--- src/hw/prs_pkg.sv ---
// Purpose: constants for the PLL reference switchover block
// Assumes: 32-bit APB, 50 MHz system clock
// Notes:   offsets are byte addresses
// Notes on behaviour
// - Select one of two references; switch on loss or on request.
// - Loss switching only moves from input A to input B.
// - Input A stuck low about two cycles raises its bad flag.
// - Edge counters clear together at pairs (1,1),(1,2),(2,1),(2,2).
// - A counter reaching three marks the other input bad.
// - Configurable destination edge count before switchover may proceed.
// - Rising request starts sequence; output gated on current falling edge.
// - Override changes select on destination falling edge, with designation.
// - Override: switch condition follows the request; active indicator toggles on each request rise.
// - Only request rising edges switch; each new rise repeats it.
// - Switchover completes only once the destination toggles.
// - Lock enable stays off until gated lock count reaches terminal.
// - Gated lock high with ungated lock low starts an override switch.
// - Manual mode: request low selects A, high selects B.
// - Manual: gate on current falling edge, switch on destination rising edge.
// - Manual: falling request runs the same sequence back to A.
// - Full variant has automatic and manual; reduced has manual only.
// - Bad flags and switch condition are exported to user logic.
// - Optional five-bit delay postpones the reference change.
// - Active indicator is 0 for input A and 1 for input B.
package prs_pkg;

    localparam int          ADDR_W        = 8;
    localparam int          DATA_W        = 32;

    localparam logic [7:0]  OFF_CTRL      = 8'h00;
    localparam logic [7:0]  OFF_STATUS    = 8'h04;
    localparam logic [7:0]  OFF_LOCK_TERM = 8'h08;

    // Control field positions
    localparam int          C_AUTO        = 0;
    localparam int          C_FULL        = 1;
    localparam int          C_LOCK_EN     = 2;
    localparam int          C_DELAY_EN    = 3;
    localparam int          C_HOLD_LSB    = 4;
    localparam int          HOLD_W        = 4;
    localparam int          C_DELAY_LSB   = 8;
    localparam int          DELAY_W       = 5;

    localparam logic [31:0] CTRL_RESET    = 32'h0000_0017;

    // Status field positions
    localparam int          S_BAD_A       = 0;
    localparam int          S_BAD_B       = 1;
    localparam int          S_COND        = 2;
    localparam int          S_ACTIVE      = 3;
    localparam int          S_GLOCK       = 4;
    localparam int          S_BUSY        = 5;

    localparam int          LOCK_W        = 20;
    localparam logic [19:0] LOCK_TERM_RST = 20'h00010;

    localparam int          EDGE_W        = 2;
    localparam logic [1:0]  EDGE_ZERO     = 2'h0;
    localparam logic [1:0]  EDGE_ONE      = 2'h1;
    localparam logic [1:0]  EDGE_MISS     = 2'h3;

    typedef enum logic [2:0] {
        ST_IDLE,
        ST_GATE,
        ST_WAIT_DEST,
        ST_DELAY,
        ST_SWITCH
    } prs_state_e;

endpackage

--- src/hw/prs_ref_switch.sv ---
// Purpose: reference clock switchover in front of a PLL, APB slave
// Assumes: references are sampled as synchronous inputs of clk
// Notes:   refClkOut is the gated, selected reference
//
// Added by the designer: the APB register port and the address map.
`timescale 1ns/1ns
`default_nettype none

module prs_ref_switch (
    input  wire logic        clk,
    input  wire logic        rst,
    input  wire logic        ref_clk_a,
    input  wire logic        ref_clk_b,
    input  wire logic        switchRequest,
    input  wire logic        pllLocked,
    input  wire logic        psel,
    input  wire logic        penable,
    input  wire logic        pwrite,
    input  wire logic [7:0]  paddr,
    input  wire logic [31:0] pwdata,
    input  wire logic [3:0]  pstrb,
    output logic             pready,
    output logic [31:0]      prdata,
    output logic             pslverr,
    output logic             refClkOut,
    output logic             activeRef,
    output logic             ref_a_bad_flag,
    output logic             ref_b_bad_flag,
    output logic             switchCond,
    output logic             gatedLock
);

    // ------------------------------------------------------------
    // Helpers
    // ------------------------------------------------------------
    function automatic logic edgeOf(input logic cur, input logic prev, input logic rising);
        edgeOf = rising ? (cur & ~prev) : (~cur & prev);
    endfunction

    function automatic logic [31:0] laneMask(input logic [3:0] strb);
        laneMask = {{8{strb[3]}}, {8{strb[2]}}, {8{strb[1]}}, {8{strb[0]}}};
    endfunction

    // ------------------------------------------------------------
    // State
    // ------------------------------------------------------------
    logic                   autoMode;
    logic                   fullVariant;
    logic                   lockSwEn;
    logic                   delayEn;
    logic [3:0]             holdCount;
    logic [4:0]             delayCount;
    logic [19:0]            lockTerm;
    logic                   prevA;
    logic                   prevB;
    logic                   prevReq;
    logic [1:0]             edge_count_a;
    logic [1:0]             edge_count_b;
    prs_pkg::prs_state_e    state;
    logic                   destSel;
    logic                   manualSeq;
    logic                   gateOn;
    logic [3:0]             holdCnt;
    logic [4:0]             delayCnt;
    logic [19:0]            lockCnt;

    logic                   next_autoMode;
    logic                   next_fullVariant;
    logic                   next_lockSwEn;
    logic                   next_delayEn;
    logic [3:0]             next_holdCount;
    logic [4:0]             next_delayCount;
    logic [19:0]            next_lockTerm;
    logic                   next_pready;
    logic [31:0]            next_prdata;
    logic                   next_pslverr;
    logic [1:0]             next_edge_count_a;
    logic [1:0]             next_edge_count_b;
    logic                   next_badA;
    logic                   next_badB;
    logic                   next_switchCond;
    prs_pkg::prs_state_e    next_state;
    logic                   next_destSel;
    logic                   next_manualSeq;
    logic                   next_gateOn;
    logic                   next_activeRef;
    logic [3:0]             next_holdCnt;
    logic [4:0]             next_delayCnt;
    logic                   next_refClkOut;
    logic [19:0]            next_lockCnt;
    logic                   next_gatedLock;

    logic                   wrEn;
    logic                   rdSetup;
    logic [31:0]            ctrlWord;
    logic [31:0]            ctrlNew;
    logic [31:0]            wrMask;
    logic [31:0]            statusWord;
    logic                   clrBadA;
    logic                   clrBadB;
    logic                   autoOk;
    logic                   riseA;
    logic                   riseB;
    logic                   reqRise;
    logic                   curFall;
    logic                   curBad;
    logic                   destRise;
    logic                   destFall;
    logic                   selRise;
    logic                   lockTrig;
    logic                   startLock;
    logic [1:0]             incA;
    logic [1:0]             incB;

    assign autoOk = fullVariant & autoMode;
    assign riseA  = edgeOf(ref_clk_a, prevA, 1'b1);
    assign riseB  = edgeOf(ref_clk_b, prevB, 1'b1);
    assign reqRise = switchRequest & ~prevReq;

    // ------------------------------------------------------------
    // APB slave and configuration
    // ------------------------------------------------------------
    // Zero wait state: pready rises for the access phase of every transfer.
    assign wrEn    = psel & penable & pready & pwrite;
    assign rdSetup = psel & ~penable;
    assign wrMask  = laneMask(pstrb);

    always_comb
    begin
        ctrlWord = '0;
        ctrlWord[prs_pkg::C_AUTO]     = autoMode;
        ctrlWord[prs_pkg::C_FULL]     = fullVariant;
        ctrlWord[prs_pkg::C_LOCK_EN]  = lockSwEn;
        ctrlWord[prs_pkg::C_DELAY_EN] = delayEn;
        ctrlWord[prs_pkg::C_HOLD_LSB +: prs_pkg::HOLD_W]   = holdCount;
        ctrlWord[prs_pkg::C_DELAY_LSB +: prs_pkg::DELAY_W] = delayCount;
        statusWord = '0;
        statusWord[prs_pkg::S_BAD_A]  = ref_a_bad_flag;
        statusWord[prs_pkg::S_BAD_B]  = ref_b_bad_flag;
        statusWord[prs_pkg::S_COND]   = switchCond;
        statusWord[prs_pkg::S_ACTIVE] = activeRef;
        statusWord[prs_pkg::S_GLOCK]  = gatedLock;
        statusWord[prs_pkg::S_BUSY]   = (state != prs_pkg::ST_IDLE);
        ctrlNew = (ctrlWord & ~laneMask(pstrb)) | (pwdata & laneMask(pstrb));
    end

    assign clrBadA = wrEn && paddr == prs_pkg::OFF_STATUS && pstrb[0] && pwdata[prs_pkg::S_BAD_A];
    assign clrBadB = wrEn && paddr == prs_pkg::OFF_STATUS && pstrb[0] && pwdata[prs_pkg::S_BAD_B];

    always_comb
    begin
        next_autoMode    = autoMode;
        next_fullVariant = fullVariant;
        next_lockSwEn    = lockSwEn;
        next_delayEn     = delayEn;
        next_holdCount   = holdCount;
        next_delayCount  = delayCount;
        next_lockTerm    = lockTerm;
        next_pready      = rdSetup;
        next_prdata      = '0;
        next_pslverr     = 1'b0;
        if (rdSetup)
        begin
            case (paddr)
                prs_pkg::OFF_CTRL:      next_prdata = pwrite ? '0 : ctrlWord;
                prs_pkg::OFF_STATUS:    next_prdata = pwrite ? '0 : statusWord;
                prs_pkg::OFF_LOCK_TERM: next_prdata = pwrite ? '0 : {12'h000, lockTerm};
                default:                next_pslverr = 1'b1;
            endcase
        end
        if (wrEn && paddr == prs_pkg::OFF_CTRL)
        begin
            next_autoMode    = ctrlNew[prs_pkg::C_AUTO];
            next_fullVariant = ctrlNew[prs_pkg::C_FULL];
            next_lockSwEn    = ctrlNew[prs_pkg::C_LOCK_EN];
            next_delayEn     = ctrlNew[prs_pkg::C_DELAY_EN];
            next_holdCount   = ctrlNew[prs_pkg::C_HOLD_LSB +: prs_pkg::HOLD_W];
            next_delayCount  = ctrlNew[prs_pkg::C_DELAY_LSB +: prs_pkg::DELAY_W];
        end
        if (wrEn && paddr == prs_pkg::OFF_LOCK_TERM)
        begin
            next_lockTerm = (lockTerm & ~wrMask[19:0]) | (pwdata[19:0] & wrMask[19:0]);
        end
    end

    always_ff @(posedge clk)
    begin
        if (rst)
        begin
            autoMode    <= prs_pkg::CTRL_RESET[prs_pkg::C_AUTO];
            fullVariant <= prs_pkg::CTRL_RESET[prs_pkg::C_FULL];
            lockSwEn    <= prs_pkg::CTRL_RESET[prs_pkg::C_LOCK_EN];
            delayEn     <= prs_pkg::CTRL_RESET[prs_pkg::C_DELAY_EN];
            holdCount   <= prs_pkg::CTRL_RESET[prs_pkg::C_HOLD_LSB +: prs_pkg::HOLD_W];
            delayCount  <= prs_pkg::CTRL_RESET[prs_pkg::C_DELAY_LSB +: prs_pkg::DELAY_W];
            lockTerm    <= prs_pkg::LOCK_TERM_RST;
            pready      <= 1'b0;
            prdata      <= '0;
            pslverr     <= 1'b0;
        end
        else
        begin
            autoMode    <= next_autoMode;
            fullVariant <= next_fullVariant;
            lockSwEn    <= next_lockSwEn;
            delayEn     <= next_delayEn;
            holdCount   <= next_holdCount;
            delayCount  <= next_delayCount;
            lockTerm    <= next_lockTerm;
            pready      <= next_pready;
            prdata      <= next_prdata;
            pslverr     <= next_pslverr;
        end
    end

    // ------------------------------------------------------------
    // Edge supervision
    // ------------------------------------------------------------
    // Only the full variant supervises; flags stay low in the reduced one.
    always_comb
    begin
        incA = edge_count_a + {1'b0, riseA};
        incB = edge_count_b + {1'b0, riseB};
        next_edge_count_a = incA;
        next_edge_count_b = incB;
        next_badA = ref_a_bad_flag & ~clrBadA;
        next_badB = ref_b_bad_flag & ~clrBadB;
        if (incB == prs_pkg::EDGE_MISS)
        begin
            next_badA = 1'b1;
            next_edge_count_a = prs_pkg::EDGE_ZERO;
            next_edge_count_b = prs_pkg::EDGE_ZERO;
        end
        else if (incA == prs_pkg::EDGE_MISS)
        begin
            next_badB = 1'b1;
            next_edge_count_a = prs_pkg::EDGE_ZERO;
            next_edge_count_b = prs_pkg::EDGE_ZERO;
        end
        else if (incA >= prs_pkg::EDGE_ONE && incB >= prs_pkg::EDGE_ONE)
        begin
            next_edge_count_a = prs_pkg::EDGE_ZERO;
            next_edge_count_b = prs_pkg::EDGE_ZERO;
        end
        if (!fullVariant)
        begin
            next_badA = 1'b0;
            next_badB = 1'b0;
            next_edge_count_a = prs_pkg::EDGE_ZERO;
            next_edge_count_b = prs_pkg::EDGE_ZERO;
        end
        // Low on a detected loss or outside automatic mode, otherwise mirrors the request
        next_switchCond = autoOk & ~(next_badA | next_badB) & switchRequest;
    end

    always_ff @(posedge clk)
    begin
        if (rst)
        begin
            prevA          <= 1'b0;
            prevB          <= 1'b0;
            prevReq        <= 1'b0;
            edge_count_a   <= prs_pkg::EDGE_ZERO;
            edge_count_b   <= prs_pkg::EDGE_ZERO;
            ref_a_bad_flag <= 1'b0;
            ref_b_bad_flag <= 1'b0;
            switchCond     <= 1'b0;
        end
        else
        begin
            prevA          <= ref_clk_a;
            prevB          <= ref_clk_b;
            prevReq        <= switchRequest;
            edge_count_a   <= next_edge_count_a;
            edge_count_b   <= next_edge_count_b;
            ref_a_bad_flag <= next_badA;
            ref_b_bad_flag <= next_badB;
            switchCond     <= next_switchCond;
        end
    end

    // ------------------------------------------------------------
    // Switchover sequencer
    // ------------------------------------------------------------
    assign curFall  = activeRef ? edgeOf(ref_clk_b, prevB, 1'b0) : edgeOf(ref_clk_a, prevA, 1'b0);
    assign curBad   = activeRef ? ref_b_bad_flag : ref_a_bad_flag;
    assign destRise = destSel ? riseB : riseA;
    assign destFall = destSel ? edgeOf(ref_clk_b, prevB, 1'b0) : edgeOf(ref_clk_a, prevA, 1'b0);
    assign selRise  = activeRef ? riseB : riseA;
    assign lockTrig = autoOk & lockSwEn & gatedLock & ~pllLocked;

    always_comb
    begin
        next_state     = state;
        next_destSel   = destSel;
        next_manualSeq = manualSeq;
        next_gateOn    = gateOn;
        next_activeRef = activeRef;
        next_holdCnt   = holdCnt;
        next_delayCnt  = delayCnt;
        startLock      = 1'b0;
        case (state)
            prs_pkg::ST_IDLE:
            begin
                next_holdCnt  = '0;
                next_delayCnt = delayCount;
                if (!autoOk)
                begin
                    if (switchRequest != activeRef)
                    begin
                        next_destSel   = switchRequest;
                        next_manualSeq = 1'b1;
                        next_state     = prs_pkg::ST_GATE;
                    end
                end
                else if (reqRise || lockTrig)
                begin
                    next_destSel   = ~activeRef;
                    next_manualSeq = 1'b0;
                    startLock      = lockTrig;
                    next_state     = prs_pkg::ST_GATE;
                end
                else if (!activeRef && ref_a_bad_flag && !ref_b_bad_flag)
                begin
                    next_destSel   = 1'b1;
                    next_manualSeq = 1'b0;
                    next_state     = prs_pkg::ST_GATE;
                end
            end
            prs_pkg::ST_GATE:
            begin
                // A dead reference never falls, so gate at once
                if (curFall || curBad)
                begin
                    next_gateOn = 1'b0;
                    next_state  = prs_pkg::ST_WAIT_DEST;
                end
            end
            prs_pkg::ST_WAIT_DEST:
            begin
                if (holdCnt >= holdCount)
                begin
                    next_state = delayEn ? prs_pkg::ST_DELAY : prs_pkg::ST_SWITCH;
                end
                else if (destRise)
                begin
                    next_holdCnt = holdCnt + 4'h1;
                end
            end
            prs_pkg::ST_DELAY:
            begin
                if (delayCnt == '0)
                begin
                    next_state = prs_pkg::ST_SWITCH;
                end
                else if (destRise)
                begin
                    next_delayCnt = delayCnt - 5'h01;
                end
            end
            prs_pkg::ST_SWITCH:
            begin
                if (manualSeq ? destRise : destFall)
                begin
                    next_activeRef = destSel;
                    next_gateOn    = 1'b1;
                    next_state     = prs_pkg::ST_IDLE;
                end
            end
            default:
            begin
                next_state  = prs_pkg::ST_IDLE;
                next_gateOn = 1'b1;
            end
        endcase
        next_refClkOut = gateOn & (activeRef ? ref_clk_b : ref_clk_a);
    end

    always_ff @(posedge clk)
    begin
        if (rst)
        begin
            state     <= prs_pkg::ST_IDLE;
            destSel   <= 1'b0;
            manualSeq <= 1'b0;
            gateOn    <= 1'b1;
            activeRef <= 1'b0;
            holdCnt   <= '0;
            delayCnt  <= '0;
            refClkOut <= 1'b0;
        end
        else
        begin
            state     <= next_state;
            destSel   <= next_destSel;
            manualSeq <= next_manualSeq;
            gateOn    <= next_gateOn;
            activeRef <= next_activeRef;
            holdCnt   <= next_holdCnt;
            delayCnt  <= next_delayCnt;
            refClkOut <= next_refClkOut;
        end
    end

    // ------------------------------------------------------------
    // Gated lock counter
    // ------------------------------------------------------------
    // Gated lock latches at terminal count so a later loss of the
    // ungated lock can still be seen as a switch request.
    always_comb
    begin
        next_lockCnt   = lockCnt;
        next_gatedLock = gatedLock;
        if (startLock)
        begin
            next_lockCnt   = '0;
            next_gatedLock = 1'b0;
        end
        else if (pllLocked && !gatedLock && selRise)
        begin
            if (lockCnt + 20'h00001 >= lockTerm)
            begin
                next_gatedLock = 1'b1;
            end
            else
            begin
                next_lockCnt = lockCnt + 20'h00001;
            end
        end
    end

    always_ff @(posedge clk)
    begin
        if (rst)
        begin
            lockCnt   <= '0;
            gatedLock <= 1'b0;
        end
        else
        begin
            lockCnt   <= next_lockCnt;
            gatedLock <= next_gatedLock;
        end
    end

endmodule

`default_nettype wire
--- config.mk ---
export PLATFORM = sky130hd
export DESIGN_NAME = prs_ref_switch
export DESIGN_NICKNAME = d
export VERILOG_FILES = /design/src/hw/prs_pkg.sv /design/src/hw/prs_ref_switch.sv
export SDC_FILE = /design/constraint.sdc
export NUM_CORES = 1
export LEC_CHECK = 0
export ABC_CLOCK_PERIOD_IN_PS = 6500
export BUFFER_PORTS_ARGS = -buffer_cell sky130_fd_sc_hd__buf_2
export CELL_PAD_IN_SITES_DETAIL_PLACEMENT = 2
export CELL_PAD_IN_SITES_GLOBAL_PLACEMENT = 2
export CORE_MARGIN = 3
export CORE_UTILIZATION = 38
export CTS_BUF_LIST = sky130_fd_sc_hd__clkbuf_4
export CTS_CLUSTER_SIZE = 8
export DETAILED_ROUTE_END_ITERATION = 12
export PLACE_DENSITY = 0.95
export SLEW_MARGIN = 20
export SYNTH_ARGS = -nofsm -noshare
export SYNTH_HDL_FRONTEND = slang
export SYNTH_SLANG_ARGS = --single-unit
--- constraint.sdc ---
create_clock -name clk -period 6.5 [get_ports clk]
set_clock_uncertainty 0.1 [all_clocks]
set_input_delay 0 -clock clk [delete_from_list [all_inputs] [get_ports clk]]
set_output_delay 0 -clock clk [all_outputs]
set_load 0.05 [all_outputs]
* Yosys cells after proc, flatten, opt, wreduce, memory -nomap -nowiden
Cells that the tools add are included.
Storage, ports and cells: bits in registers 115, latch bits 0, bits in writable memories 0, memory bits (read-only) 0, bits of input ports 53, output and inout bits 40, logic and storage cells 182, memories 0
Cells by class: add/subtract/negate cells 5, $mul 0, div/mod/pow operators 0, order comparisons 4, eq/ne operators 20, shift operators 0, muxes and demuxes 47, bitwise logic cells 42, reduce and logical (&&, ||, !) cells 36
Operators by type and width (number):
- 20-bit one-hot mux with 3 select lines | 1
- 20-bit bitwise AND | 2
- 3-bit two-way mux | 9
- 13-bit bitwise AND | 2
- 1-bit two-way mux | 26
- 20-bit by 1-bit adder with 20-bit output (second input constant) | 1
- 20-bit >= comparator | 1
- 20-bit two-way mux | 1
- 20-bit inverter | 1
- 20-bit OR | 1
- 1-bit bitwise AND | 18
- 2-bit != test (second input constant) | 8
- 1-bit inverter | 15
- 3-bit one-hot mux with 5 select lines | 1
- 13-bit two-way mux | 1
- 13-bit inverter | 1
- 13-bit OR | 1
- 3-bit AND reduction | 4
- 1-bit logical AND | 11
- 5-bit two-way mux | 2
- 5-bit one-hot mux with 2 select lines | 1
- 8-bit by 3-bit == test with 1-bit output (second input constant) | 1
- 8-bit by 4-bit == test with 1-bit output (second input constant) | 1
- 8-bit zero test | 1
- 29 further kinds | 43

* Longest topological paths before layout
depth in word-level cells 15, gate-level depth with buffers 15

* Least setup slack after synthesis
Ideal clock, no wire load.
path type reg-to-reg, start point register lockCnt[0], end point register lockCnt[13], data arrival time 3387 ps, required time 6330 ps, path slack 2944 ps, cell stages (with the launch flop) 15, path buffers 2, cell sequence dfxtp_1 > ha_1 > nand3_1 > nor3_1 > nand4_1 > nor2_1 > xor2_1 > ha_1 > nand4_1 > or4_1 > o211ai_1 > clkbuf_8 > buf_2 > o31ai_1 > a21oi_1
Between the ends: cells in the longest elaborated chain, start to end 4
RTL lines:
- start, declared | RTL line prs_ref_switch.sv:65 | logic [19:0] lockCnt;
- start signal, assigned | RTL line prs_ref_switch.sv:441 | lockCnt <= next_lockCnt;
- 20-bit by 1-bit adder with 20-bit output * | RTL line prs_ref_switch.sv:421, prs_ref_switch.sv:427
- 20-bit >= comparator | RTL line prs_ref_switch.sv:421 | if (lockCnt + 20'h00001 >= lockTerm)
- 1-bit inverter (no source line)
- 2-bit AND reduction (no source line)
Mark *: on every way between the ends. The rest lies on a longest branch, timed or not. A chain may end at the register's enable or synchronous reset.

* Final worst setup path
start point register lockCnt[0], end point register lockCnt[2]
Same word-level chain as after synthesis.

==> metrics.txt <==
most used flip-flop cell after synthesis=dfxtp_1; part of the power in registers=55.2%; path type of the worst min-delay path=input port to flip-flop; total congestion overflow=0; Post-Layout Inst Area=0.00631 sq mm; maximum buffer depth of the clock tree=2; area enclosed by the die boundary=0.0156 sq mm; final-layout setup total negative slack=0 ns; number of global-route vias before repair=6024; cell family with the largest share of critical-path delay=simple AND/OR/NAND/NOR gates; DR pass1 iterations=4; number of nets at the end of the flow=795; total global routing track utilization=26.7%; VDD IR max=118 uV; clock-pin slew on the worst setup and hold paths=0.17 ns; maximum cell stage delay along the critical path=0.85 ns; first-pass GRT wire length=33400 microns; Clk network pwr share=28.4%; post-layout minimum cycle time=5.14 ns; Die W=125 microns; vias after detailed routing=5109; antenna violations before repair=1; wirelength, routed=20600 microns; list of cells traversed by the critical path=ha_1 > nand3_1 > nor3_1 > nand4_1 > nor2_1 > xor2_1 > ha_1 > nand4_1 > or4_1 > o211ai_1 > buf_4 > or3_2 > a21oi_1; critical-path cell with the highest stage delay=o211ai_1; initial DRC count=261; fin. max-slew vios=0; power per standard cell area=191 mW/mm^2; count of port buffers added during placement=67; critical path launch point type=flip-flop; Mapped Area=0.00539 sq mm; HPWL after detailed placement=13300 microns; Hold Path Cell Cnt=4; source-to-sink clock delay at the later pin of the worst-skew pair=0.50 ns; area of the core=0.0136 sq mm; maximum clock frequency=0.195 GHz; maximum net fanout on the critical path=25; RSZ-0062 raised after global routing=no; count of state elements after synthesis=103; number of clock sinks=103; Hold Vio Cnt, Final=0; data arrival time of the critical path=5.37 ns; Sw Pwr=0.378 mW; data required time at the worst endpoint=6.73 ns; number of cell rows=42; Post-Synthesis Cells=620; gpl congestion=0.858; TritonCTS clock tree=yes; post-detailed-route count of antenna-violating nets=0; fin crit share=79.1%; total of cells resized after clock tree synthesis=0; Critical Setup Path Class=flip-flop to flip-flop; count of flip-flops with a built-in enable after synthesis=0; effective utilization at floorplan=39.7%; maximum number of pins on one net before global-route repair=60; post-synthesis sequential area ratio=38.3%; standby leakage power=2.43 nW; Combinational Power Share=16.4%; CP Buf/Inv Count=1; cts bufs inserted=9; number of ports placed on the die boundary=93; share of synthesized flip-flops with an asynchronous set or reset=0%; R2R depth=13; transition time at the pin with the least slew margin=1.04 ns; Yosys cell types=66; number of DRC violations after detailed routing=0; share of layout cells above drive strength 1=14.1%; Ys Warns=0; Avg Cell Area, Syn=8.69 sq um; Relative slew margins=30.1%; switching power share of the total=31.3%; Crit. path cell count=13; average routed wire per standard cell=23.1 microns; cell internal power dissipation=0.828 mW; reported max-cap violation count=0; mean number of vias per cell=5.72; height of the chip=125 microns; endpoint kind of the worst setup timing path=flip-flop; total number of H-tree levels=3; layout overhead on the synthesized area=17.0%; run status=completed; instance area at placement=0.00576 sq mm; final setup fails=0; CTS root buf=clkbuf_4
## power groups by stage
stage          logic [mW]  clock network [mW]  registers [mW]
2_1_floorplan       0.120                   0           0.682
3_3_place_gp        0.158                   0           0.676
3_5_place_dp        0.173                   0           0.679
4_1_cts             0.192               0.347           0.665
5_1_grt             0.216               0.381           0.669
6_report            0.198               0.343           0.666
## layer usage
metal	vias up	share of wire, %	GRT usage [%]	routed length (microns)
met4	0	2.9	9.89	594
met2	139	54	50.8	11200
li1	2353	-	-	-
met1	2570	40	28.9	8170
met5	-	0	0	0
met3	47	3.4	5.67	703
## area by class of cell
cell class              count  area, sq um
fillers                  1457         7250
multi-input cells         450         2980
flip-flops and latches    103         2060
repair buffers            113          786
well taps                 176          220
inverters                  35          131
clock buffers               9         67.6
clock inverters             6         60.1
diodes                      1         2.50
## path summary, 6_finish.rpt
kind,endpoint,from,slack [ns]
max,lockCnt[2],lockCnt[0],1.36
min,prdata[16],paddr[0],0.02
max reg2reg,lockCnt[2],lockCnt[0],1.36
min reg2reg,prdata[17],flip-flop,0.43
## Yosys cell counts (all sizes together), types with 2 or more instances
| cell type | n | area [sq um] |
|---|---|---|
| nand4 | 6 | 43.8 |
| or4 | 14 | 106 |
| a21oi | 38 | 190 |
| xor2 | 6 | 52.6 |
| o211ai | 4 | 30.0 |
| nor3b | 3 | 22.5 |
| inv | 35 | 131 |
| nor2 | 86 | 325 |
| and3b | 2 | 17.5 |
| o22ai | 3 | 18.8 |
| nand3b | 2 | 15.0 |
| o2bb2ai | 2 | 17.5 |
| nand3 | 13 | 70.1 |
| nor3 | 12 | 70.1 |
| a22o | 2 | 17.5 |
| o21ai | 17 | 85.1 |
| clkbuf | 22 | 133 |
| o31ai | 15 | 113 |
| a211o | 5 | 43.8 |
| and3 | 9 | 57.6 |
| nor4 | 12 | 75.1 |
| mux2i | 38 | 380 |
| xnor2 | 16 | 140 |
| buf | 21 | 133 |
| ha | 30 | 375 |
| dfxtp | 103 | 2060 |
| mux2 | 2 | 22.5 |
| nor2b | 18 | 113 |
| a211oi | 9 | 67.6 |
| or3 | 5 | 38.8 |
| nand2b | 9 | 56.3 |
| nand2 | 30 | 113 |
| a22oi | 9 | 67.6 |
## cell usage in the layout (no fill, tap or decap), types with 12 or more instances in the layout
master         instances
nor2b_1               18
mux2i_1               38
nand2_1               30
buf_2                 67
or4_1                 13
a21oi_1               38
inv_1                 35
dfxtp_1              103
o21ai_0               17
nor2_1                85
o31ai_1               15
nand3_1               12
conb_1                12
ha_1                  30
dlygate4sd3_1         42
xnor2_1               16
## cell families after synthesis
logic type | after synthesis | synth area share, %
AOI/OAI and AO/OA | 117 | 14.2
xor gates and xnor gates | 22 | 3.58
adders and majority gates | 30 | 6.97
buffers and inverters | 78 | 7.36
DFF | 103 | 38.3
muxes | 40 | 7.48
other | 1 | 0.0696
and+or+nand+nor | 229 | 22.1
## worst register-to-register path, delay by kind of cell, from the launching register on
kind / cells / cell delay [ns]
AND/OR/NAND/NOR: 7 / 2.40
AO/OA/AOI/OAI: 2 / 0.90
flip-flops: 1 / 0.48
buffers and inverters: 1 / 0.42
XOR/XNOR: 1 / 0.11
adder cells (fa/ha/maj): 2 / 0.59
## repair_timing
action / in CTS / in global routing
hold endpoints to repair: 60 / 0
setup buffers: 0 / 0
hold buffers: 42 / 0
## metrics by stage
step	setup slack, ns	power, mW	hold slack [ns]	utilization (%)	std cells
global placement	1.88	0.835	0.125	42.5	835
floorplan	2.94	0.802	-0.0209	-	631
CTS	1.55	1.20	0.00542	46.5	892
detailed placement	1.63	0.852	0.149	42.5	835
global route	0.849	1.27	0.0286	46.5	893
finish	1.36	1.21	0.0207	46.5	893
Note: power is estimated with default switching activity, not from simulation.
